--- src/design/acms_consts.svh ---
// Purpose: constants for the converter mode sequencer
// Assumes: 25 MHz clock
// Notes:   offsets of mode field codes and timing counts
`ifndef ACMS_CONSTS_SVH
`define ACMS_CONSTS_SVH

`define ACMS_MODE_FIXED_SINGLE 2'h0
`define ACMS_MODE_FIXED_CONT   2'h1
`define ACMS_MODE_SCAN_SINGLE  2'h2
`define ACMS_MODE_SCAN_CONT    2'h3
`define ACMS_CONV_TIME_NS      400
`define ACMS_CLK_PERIOD_NS     40
`define ACMS_CONV_CYCLES       ((`ACMS_CONV_TIME_NS + `ACMS_CLK_PERIOD_NS - 1) / `ACMS_CLK_PERIOD_NS)
`define ACMS_CH_W              4

`endif

--- src/design/acms_pkg.sv ---
// Purpose: types for the converter mode sequencer
// Assumes: nothing
// Notes:   one-hot state codes
package acms_pkg;
  typedef enum logic [2:0] {
    ACMS_IDLE = 3'h1,
    ACMS_CONV = 3'h2,
    ACMS_NEXT = 3'h4
  } acms_state_t;
endpackage

--- src/design/acms_conv_timer.sv ---
// Purpose: counts out one conversion time
// Assumes: start only while not running
// Notes:   done is a one-cycle pulse
`timescale 1ns/1ps
`default_nettype none
`include "acms_consts.svh"
module acms_conv_timer (
  input  wire logic clk,
  input  wire logic reset,
  input  wire logic enable,
  input  wire logic start,
  output var  logic done
);
  logic [7:0] count;
  logic [7:0] next_count;
  logic       next_done;

  always_comb begin
    next_count = count;
    next_done  = 1'b0;
    if (start) begin
      next_count = 8'(`ACMS_CONV_CYCLES);
    end else if (count != 8'h00) begin
      next_count = count - 8'h01;
      next_done  = (count == 8'h01);
    end
  end

  always_ff @(posedge clk or posedge reset) begin
    if (reset) begin
      count <= 8'h00;
      done  <= 1'b0;
    end else if (enable) begin
      count <= next_count;
      done  <= next_done;
    end
  end
endmodule
`default_nettype wire

--- src/design/adc_conversion_mode_sequencer.sv ---
// Purpose: conversion mode, channel and start sequencing for the converter
// Assumes: control register writes arrive as a one-cycle write strobe with fields
// Notes:   reproduces the idle mode-change auto scan start
`timescale 1ns/1ps
`default_nettype none
`include "acms_consts.svh"
module adc_conversion_mode_sequencer (
  input  wire logic                 clk,
  input  wire logic                 reset,
  input  wire logic                 clkEnable,
  input  wire logic                 controlWrite,
  input  wire logic [1:0]           conversionModeField,
  input  wire logic [`ACMS_CH_W-1:0] channelSelectField,
  input  wire logic                 conversionStartBit,
  output var  logic                 converterBusyFlag,
  output var  logic [`ACMS_CH_W-1:0] activeChannel,
  output var  logic                 conversionDone
);
  // ----------------------------------------------------------------
  // control register image
  // ----------------------------------------------------------------
  logic [1:0]            modeReg;
  logic [`ACMS_CH_W-1:0] chanReg;
  logic                  startReg;
  logic [1:0]            next_modeReg;
  logic [`ACMS_CH_W-1:0] next_chanReg;
  logic                  next_startReg;

  acms_pkg::acms_state_t state;
  acms_pkg::acms_state_t next_state;
  logic [1:0]            runMode;
  logic [1:0]            next_runMode;
  logic [`ACMS_CH_W-1:0] next_activeChannel;
  logic [`ACMS_CH_W-1:0] lastChan;
  logic [`ACMS_CH_W-1:0] next_lastChan;
  logic                  lastWasFixed;
  logic                  next_lastWasFixed;
  logic                  oneShotScan;
  logic                  next_oneShotScan;
  logic                  next_busy;
  logic                  timerStart;
  logic                  timerDone;
  logic                  isScan;
  logic                  newIsScan;

  assign isScan    = runMode[1];
  assign newIsScan = conversionModeField[1];

  acms_conv_timer u_acms_conv_timer (
    .clk    (clk),
    .reset  (reset),
    .enable (clkEnable),
    .start  (timerStart),
    .done   (timerDone)
  );

  // ----------------------------------------------------------------
  // sequencer
  // ----------------------------------------------------------------
  always_comb begin
    next_modeReg       = modeReg;
    next_chanReg       = chanReg;
    next_startReg      = startReg;
    next_state         = state;
    next_runMode       = runMode;
    next_activeChannel = activeChannel;
    next_lastChan      = lastChan;
    next_lastWasFixed  = lastWasFixed;
    next_oneShotScan   = oneShotScan;
    next_busy          = converterBusyFlag;
    timerStart         = 1'b0;
    if (controlWrite) begin
      next_modeReg  = conversionModeField;
      next_chanReg  = channelSelectField;
      next_startReg = conversionStartBit;
    end
    unique case (state)
      acms_pkg::ACMS_IDLE: begin
        next_busy = 1'b0;
        if (controlWrite && conversionStartBit) begin
          next_state         = acms_pkg::ACMS_CONV;
          next_runMode       = conversionModeField;
          next_activeChannel = channelSelectField;
          next_busy          = 1'b1;
          next_startReg      = 1'b0;
          next_oneShotScan   = 1'b0;
          timerStart         = 1'b1;
        end else if (controlWrite && newIsScan && !modeReg[1] && lastWasFixed
                     && lastChan != '0) begin
          // written channel is ignored: start is one below the last converted one
          next_state         = acms_pkg::ACMS_CONV;
          next_runMode       = `ACMS_MODE_SCAN_SINGLE;
          next_activeChannel = lastChan - 4'h1;
          next_oneShotScan   = 1'b1;
          next_busy          = 1'b1;
          timerStart         = 1'b1;
        end
      end
      acms_pkg::ACMS_CONV: begin
        next_busy = 1'b1;
        if (timerDone) begin
          next_lastChan     = activeChannel;
          next_lastWasFixed = !isScan;
          next_state        = acms_pkg::ACMS_NEXT;
        end
      end
      acms_pkg::ACMS_NEXT: begin
        // register image only now evaluated, so mid-conversion writes wait
        next_state = acms_pkg::ACMS_CONV;
        timerStart = 1'b1;
        if (!isScan && modeReg[1] && lastChan != '0) begin
          next_runMode       = modeReg;
          next_activeChannel = lastChan - 4'h1;
        end else if (!isScan) begin
          next_runMode = modeReg;
          if (modeReg == `ACMS_MODE_FIXED_CONT || startReg) begin
            next_activeChannel = chanReg;
            // a start written in this very cycle stays pending
            next_startReg      = controlWrite && conversionStartBit;
          end else begin
            next_state = acms_pkg::ACMS_IDLE;
            timerStart = 1'b0;
            next_busy  = 1'b0;
          end
        end else if (lastChan != '0) begin
          // the unintended scan stays single whatever mode is written meanwhile
          next_runMode       = oneShotScan ? runMode : modeReg;
          next_activeChannel = (modeReg[1] || oneShotScan) ? lastChan - 4'h1 : chanReg;
        end else if (runMode == `ACMS_MODE_SCAN_CONT || startReg) begin
          next_runMode       = modeReg;
          next_activeChannel = chanReg;
          next_startReg      = controlWrite && conversionStartBit;
          next_oneShotScan   = 1'b0;
        end else begin
          next_state       = acms_pkg::ACMS_IDLE;
          timerStart       = 1'b0;
          next_oneShotScan = 1'b0;
          next_busy        = 1'b0;
        end
      end
      default: begin
        next_state = acms_pkg::ACMS_IDLE;
        next_busy  = 1'b0;
      end
    endcase
  end

  always_ff @(posedge clk or posedge reset) begin
    if (reset) begin
      modeReg           <= 2'h0;
      chanReg           <= '0;
      startReg          <= 1'b0;
      state             <= acms_pkg::ACMS_IDLE;
      runMode           <= 2'h0;
      activeChannel     <= '0;
      lastChan          <= '0;
      lastWasFixed      <= 1'b0;
      oneShotScan       <= 1'b0;
      converterBusyFlag <= 1'b0;
      conversionDone    <= 1'b0;
    end else if (clkEnable) begin
      modeReg           <= next_modeReg;
      chanReg           <= next_chanReg;
      startReg          <= next_startReg;
      state             <= next_state;
      runMode           <= next_runMode;
      activeChannel     <= next_activeChannel;
      lastChan          <= next_lastChan;
      lastWasFixed      <= next_lastWasFixed;
      oneShotScan       <= next_oneShotScan;
      converterBusyFlag <= next_busy;
      conversionDone    <= timerDone;
    end
  end

  // ----------------------------------------------------------------
  // checks
  // ----------------------------------------------------------------
  AST_IDLE_NOT_BUSY: assert property (@(posedge clk) disable iff (reset)
    (state == acms_pkg::ACMS_IDLE && $past(state) == acms_pkg::ACMS_IDLE && clkEnable
     && $past(clkEnable)) |-> !converterBusyFlag)
    else $error("busy set while idle");
  AST_START_BUSY: assert property (@(posedge clk) disable iff (reset)
    (clkEnable && state == acms_pkg::ACMS_IDLE && controlWrite && conversionStartBit)
    |=> converterBusyFlag && activeChannel == $past(channelSelectField))
    else $error("start did not raise busy at selected channel");
  AST_SCAN_DESC: assert property (@(posedge clk) disable iff (reset)
    (clkEnable && state == acms_pkg::ACMS_NEXT && isScan && modeReg[1] && lastChan != '0)
    |=> activeChannel == $past(lastChan) - 1'b1)
    else $error("scan channel not descending");
  AST_ERRATUM: assert property (@(posedge clk) disable iff (reset)
    (clkEnable && state == acms_pkg::ACMS_IDLE && controlWrite && !conversionStartBit
     && newIsScan && !modeReg[1] && lastWasFixed && lastChan != '0)
    |=> converterBusyFlag && runMode == `ACMS_MODE_SCAN_SINGLE)
    else $error("unintended scan not started");
  AST_ERRATUM_CHAN: assert property (@(posedge clk) disable iff (reset)
    (clkEnable && state == acms_pkg::ACMS_IDLE && controlWrite && !conversionStartBit
     && newIsScan && !modeReg[1] && lastWasFixed && lastChan != '0)
    |=> activeChannel == $past(lastChan) - 1'b1)
    else $error("unintended scan used written channel");
  AST_MODE_HELD: assert property (@(posedge clk) disable iff (reset)
    (clkEnable && state == acms_pkg::ACMS_CONV && $past(state) == acms_pkg::ACMS_CONV
     && $past(clkEnable)) |-> $stable(runMode))
    else $error("mode changed mid conversion");
  AST_CHAN_HELD: assert property (@(posedge clk) disable iff (reset)
    (clkEnable && state == acms_pkg::ACMS_CONV && $past(clkEnable)
     && $past(state) == acms_pkg::ACMS_CONV) |-> $stable(activeChannel))
    else $error("channel changed mid conversion");
  AST_BUSY_CLEAR: assert property (@(posedge clk) disable iff (reset)
    (clkEnable && state == acms_pkg::ACMS_NEXT && next_state == acms_pkg::ACMS_IDLE)
    |=> !converterBusyFlag)
    else $error("busy not cleared after last conversion");
  AST_SWITCH_SCAN: assert property (@(posedge clk) disable iff (reset)
    (clkEnable && state == acms_pkg::ACMS_NEXT && !isScan && modeReg[1] && lastChan != '0)
    |=> runMode[1] && activeChannel == $past(lastChan) - 1'b1)
    else $error("fixed to scan switch did not continue downward");
  AST_ONESHOT_END: assert property (@(posedge clk) disable iff (reset)
    (clkEnable && state == acms_pkg::ACMS_NEXT && oneShotScan && lastChan == '0 && !startReg)
    |=> state == acms_pkg::ACMS_IDLE && !converterBusyFlag)
    else $error("unintended scan did not stop after channel 0");
  COV_START: cover property (@(posedge clk) clkEnable && controlWrite && conversionStartBit);
  COV_ERRATUM: cover property (@(posedge clk) clkEnable && state == acms_pkg::ACMS_IDLE
    && controlWrite && newIsScan && !conversionStartBit && lastWasFixed);
  COV_SCAN_END: cover property (@(posedge clk) state == acms_pkg::ACMS_NEXT && isScan
    && lastChan == '0);
  COV_FIXED_CONT: cover property (@(posedge clk) clkEnable && state == acms_pkg::ACMS_NEXT
    && runMode == `ACMS_MODE_FIXED_CONT);
endmodule
`default_nettype wire

--- config.mk ---
export PLATFORM = sky130hd
export DESIGN_NAME = adc_conversion_mode_sequencer
export DESIGN_NICKNAME = d
export VERILOG_FILES = /design/src/design/acms_pkg.sv /design/src/design/acms_conv_timer.sv /design/src/design/adc_conversion_mode_sequencer.sv
export VERILOG_INCLUDE_DIRS = /design/src /design/src/design
export SDC_FILE = /design/constraint.sdc
export NUM_CORES = 1
export LEC_CHECK = 0
export BUFFER_PORTS_ARGS = -buffer_cell sky130_fd_sc_hd__buf_2
export CAP_MARGIN = 20
export CORE_UTILIZATION = 55
export CTS_BUF_LIST = sky130_fd_sc_hd__clkbuf_4
export CTS_CLUSTER_SIZE = 14
export DETAILED_ROUTE_END_ITERATION = 8
export PLACE_DENSITY = 0.79
export RECOVER_POWER = 100
export SYNTH_ARGS = -nofsm -noshare
export SYNTH_HDL_FRONTEND = slang
export SYNTH_SLANG_ARGS = --single-unit
--- constraint.sdc ---
create_clock -name clk -period 1.8 [get_ports clk]
set_input_delay 0.18 -clock clk [delete_from_list [all_inputs] [get_ports clk]]
set_output_delay 0.18 -clock clk [all_outputs]
set_load 0.02 [all_outputs]
==> summary.md <==
| Metric | Value |
|---|---|
| CTS Buffer Depth | 2 |
| Filler cells | 236 |
| CP Max Fanout | 7 |
| Hold_ws | 82.3 ps |
| IO Pins | 17 |
| Final ANT Viol Nets | 0 |
| Startpoint Class | register |
| Core Area | 3050 um2 |
| Syn Nets | ~180 |
| Register area share after synthesis | between 40% and 50% |
| Area occupied by registers | 827 um2 |
| Pin count of the biggest net entering global routing | 34 |
| CTS tree | yes |
| Site row count | 20 |
| Primary FF master, synth | dfrtp_1 |
| Most frequent cells in the layout | dfrtp_1 (32), buf_4 (18), nor2_1 (14) |
| Cts bufs inserted | 5 |
| Crit share post-route | 106% |
| Wire per inst | approximately 16 um |
| Status | finished with violations |
| Failing checks | negative setup slack |
| Synth-to-Final Area Change | 22.9% |
| Clock root buffer | clkbuf_4 |
| Share of layout cells above drive strength 1 | 33.8% |
| H-tree Lvls | 2 |
| Post-Syn Area | between 1500 and 2000 um2 |
| Effective utilization at floorplan | 58.2% |
| Worst-path clk slew | ~110 ps |
| Final Slew Violations | 0 |
| Vias in the first global route | ~1.4k |
| DPL Wire Length | 2720 um |
| Buffers on Ports | 16 |
| CP Capture Type | register |
| FMAX | 0.525 GHz |
| Die W | between 50 and 60 um |
| Met2 Usage GRT | between 30% and 40% |
| Initial antenna violation count | 0 |
| WS Path Type | reg -> reg |
| Die area | about 3500 um2 |
| Mapped Cells | between 150 and 200 |
| Wirelength, routed | around 4000 um |
| Clock Sinks | 33 |
| Post-route cell area | 2180 um2 |
| Vias post-DR | 1462 |
| Met1 layer usage reported by global route | roughly a third |
| Met3 usage | 7.25% |
| Final worst setup slack | -105 ps |
| Pleak | 0.995 nW |
| Slew margin rel. | 46.7% |
| Final setup vio count | 12 |
| DR iter-0 viols | 77 |
| Max-cap violations | 0 |
| Worst-Skew Late Latency | 340 ps |
| Die H | 58.8 um |
| Flop and latch count out of synthesis | 33 |
| PD cells | 1130 nW/um2 |
| DP Area | 2020 um2 |
| Number of distinct library cells after synthesis | 46 |
| Initial DRT Pass Iterations | 4 |
| Post-route DRC | 0 |
| Placer Congestion | slightly above 0.8 |
| Commonest non-fill, non-tap cell in the layout | dfrtp_1 |
| Total grt overflow | 0 |
| Avg Inst Size Synth | about 11 um2 |
| Min Tclk post-route | 1910 ps |
| CP Data Arrival Time | between 2000 and 2500 ps |
| Number of synthesized flops with an enable pin | 0 |
| Vias per inst | between 5 and 6 |
| Post-synthesis async set-or-reset flop share | 100% |
| Multi-input logic area | 951 um2 |
| Nets | 227 |
| First-pass GRT wire length | between 6000 and 7000 um |
| Synth warn | 0 |
| Setup Skew | ~6.4 ps |
| Hold Vio Cnt, Final | 0 |
| Busiest grt layer | met2 |
| Diode count | 0 |
| Worst EP required | 2040 ps |
| Worst-margin pin slew | 800 ps |
| HP Class | in -> reg |
| RSZ-0062 raised after global routing | true |
| Total GRT Usage | 25.9% |
| VDD IR max | 0.000625 V |
-- per-stage QoR --
step                      setup TNS (ps)  setup WS [ps]  util [%]  instances  total power, mW
after floorplan                    -60.3          -48.2         -        166             1.69
after CTS                           -376          -97.0      71.5        256             2.47
after detailed placement            -559           -116      66.3        240             1.98
final                               -711           -105      71.5        257             2.46
after global routing               -2050           -178      71.5        257             2.62
after global placement              -116          -52.6      66.3        240             1.92
-- Yosys cell counts (2+ instances only) --
master	n	share of area [%]
nand2_1	12	2.5
o21ai_0	11	3.1
a211o_1	2	0.99
nor2_1	17	3.6
ha_1	4	2.8
a21oi_1	8	2.3
inv_1	7	1.5
nand4b_1	2	0.99
dfrtp_1	32	45
buf_2	2	0.56
nor2b_1	2	0.70
or3b_1	2	0.99
o311ai_0	2	0.99
nor3_1	4	1.1
nor3b_1	3	1.3
xor2_1	8	3.9
a21o_1	2	0.84
mux2_2	12	7.6
mux2i_1	3	1.7
nand3_1	2	0.56
o22ai_1	3	1.1
o31ai_1	2	0.84
-- worst max-delay path, stage by stage (launching register included) --
cell     delay, ps
dfrtp_1        410
inv_2           80
ha_4           130
nor3b_4        310
buf_6          160
nor2_4          40
o21ai_4        180
a21oi_4        130
buf_6          140
a211o_1        220
-- cell families after synthesis --
family          synth area share, %
fa+ha+maj                      2.82
compound gates                 17.3
buf+inv                        2.68
mux                            10.1
xor+xnor                       4.44
simple gates                   16.1
flops                          46.5
-- area by class of cell --
type                       instances  area share (%)
multi-input combinational        123            43.6
sequential                        33            37.9
timing repair buffer              42            12.3
tap                               44            2.52
clock buffer                       5            1.72
inverter                           7            1.20
clock inverter                     3           0.802
-- registers in the layout, indices dropped and copies added, names as in the netlist --
name                     flops
u_acms_conv_timer.count      8
activeChannel                4
chanReg                      4
lastChan                     4
state                        3
modeReg                      2
runMode                      2
conversionDone               1
converterBusyFlag            1
lastWasFixed                 1
oneShotScan                  1
startReg                     1
u_acms_conv_timer.done       1
-- worst paths after layout --
path | slack (ps) | cells after the start | end | start
worst max register to register | -110 | 9 | u_acms_conv_timer.count[1] | lastChan[1]
worst min-delay path | 80 | 2 | modeReg[0] | conversionModeField[0]
worst max-delay path | -110 | 9 | u_acms_conv_timer.count[1] | lastChan[1]
worst min register to register | 520 | 2 | conversionDone | conversionDone
min in group asynchronous | 590 | 4 | activeChannel[2] | reset
max in group asynchronous | 700 | 4 | converterBusyFlag | reset
-- where the power goes --
group | total [mW] | switching, mW | leakage, nW | internal [mW]
Sequential | 1.14 | 0.202 | 0.405 | 0.938
Clock | 0.411 | 0.264 | 0.0310 | 0.147
Combinational | 0.912 | 0.463 | 0.558 | 0.448
Total | 2.46 | 0.929 | 0.995 | 1.53
-- per-layer routing --
layer  vias to the layer above  wire (um)
met5                         -          0
met1                       714       1860
li1                        695          -
met2                        43       1870
met3                        10        169
met4                         0         88
-- timing repair --
item | 4_1_cts | 5_1_grt
buffers inserted | 7 | 3
pin swaps | 7 | 4
endpoints found under the hold margin | 32 | 0
endpoints found under the setup margin | 9 | 19
gates cloned | 0 | 0
resized for setup | 11 | 9
hold buffers | 1 | 0
Power figures use the tool's default switching activity.
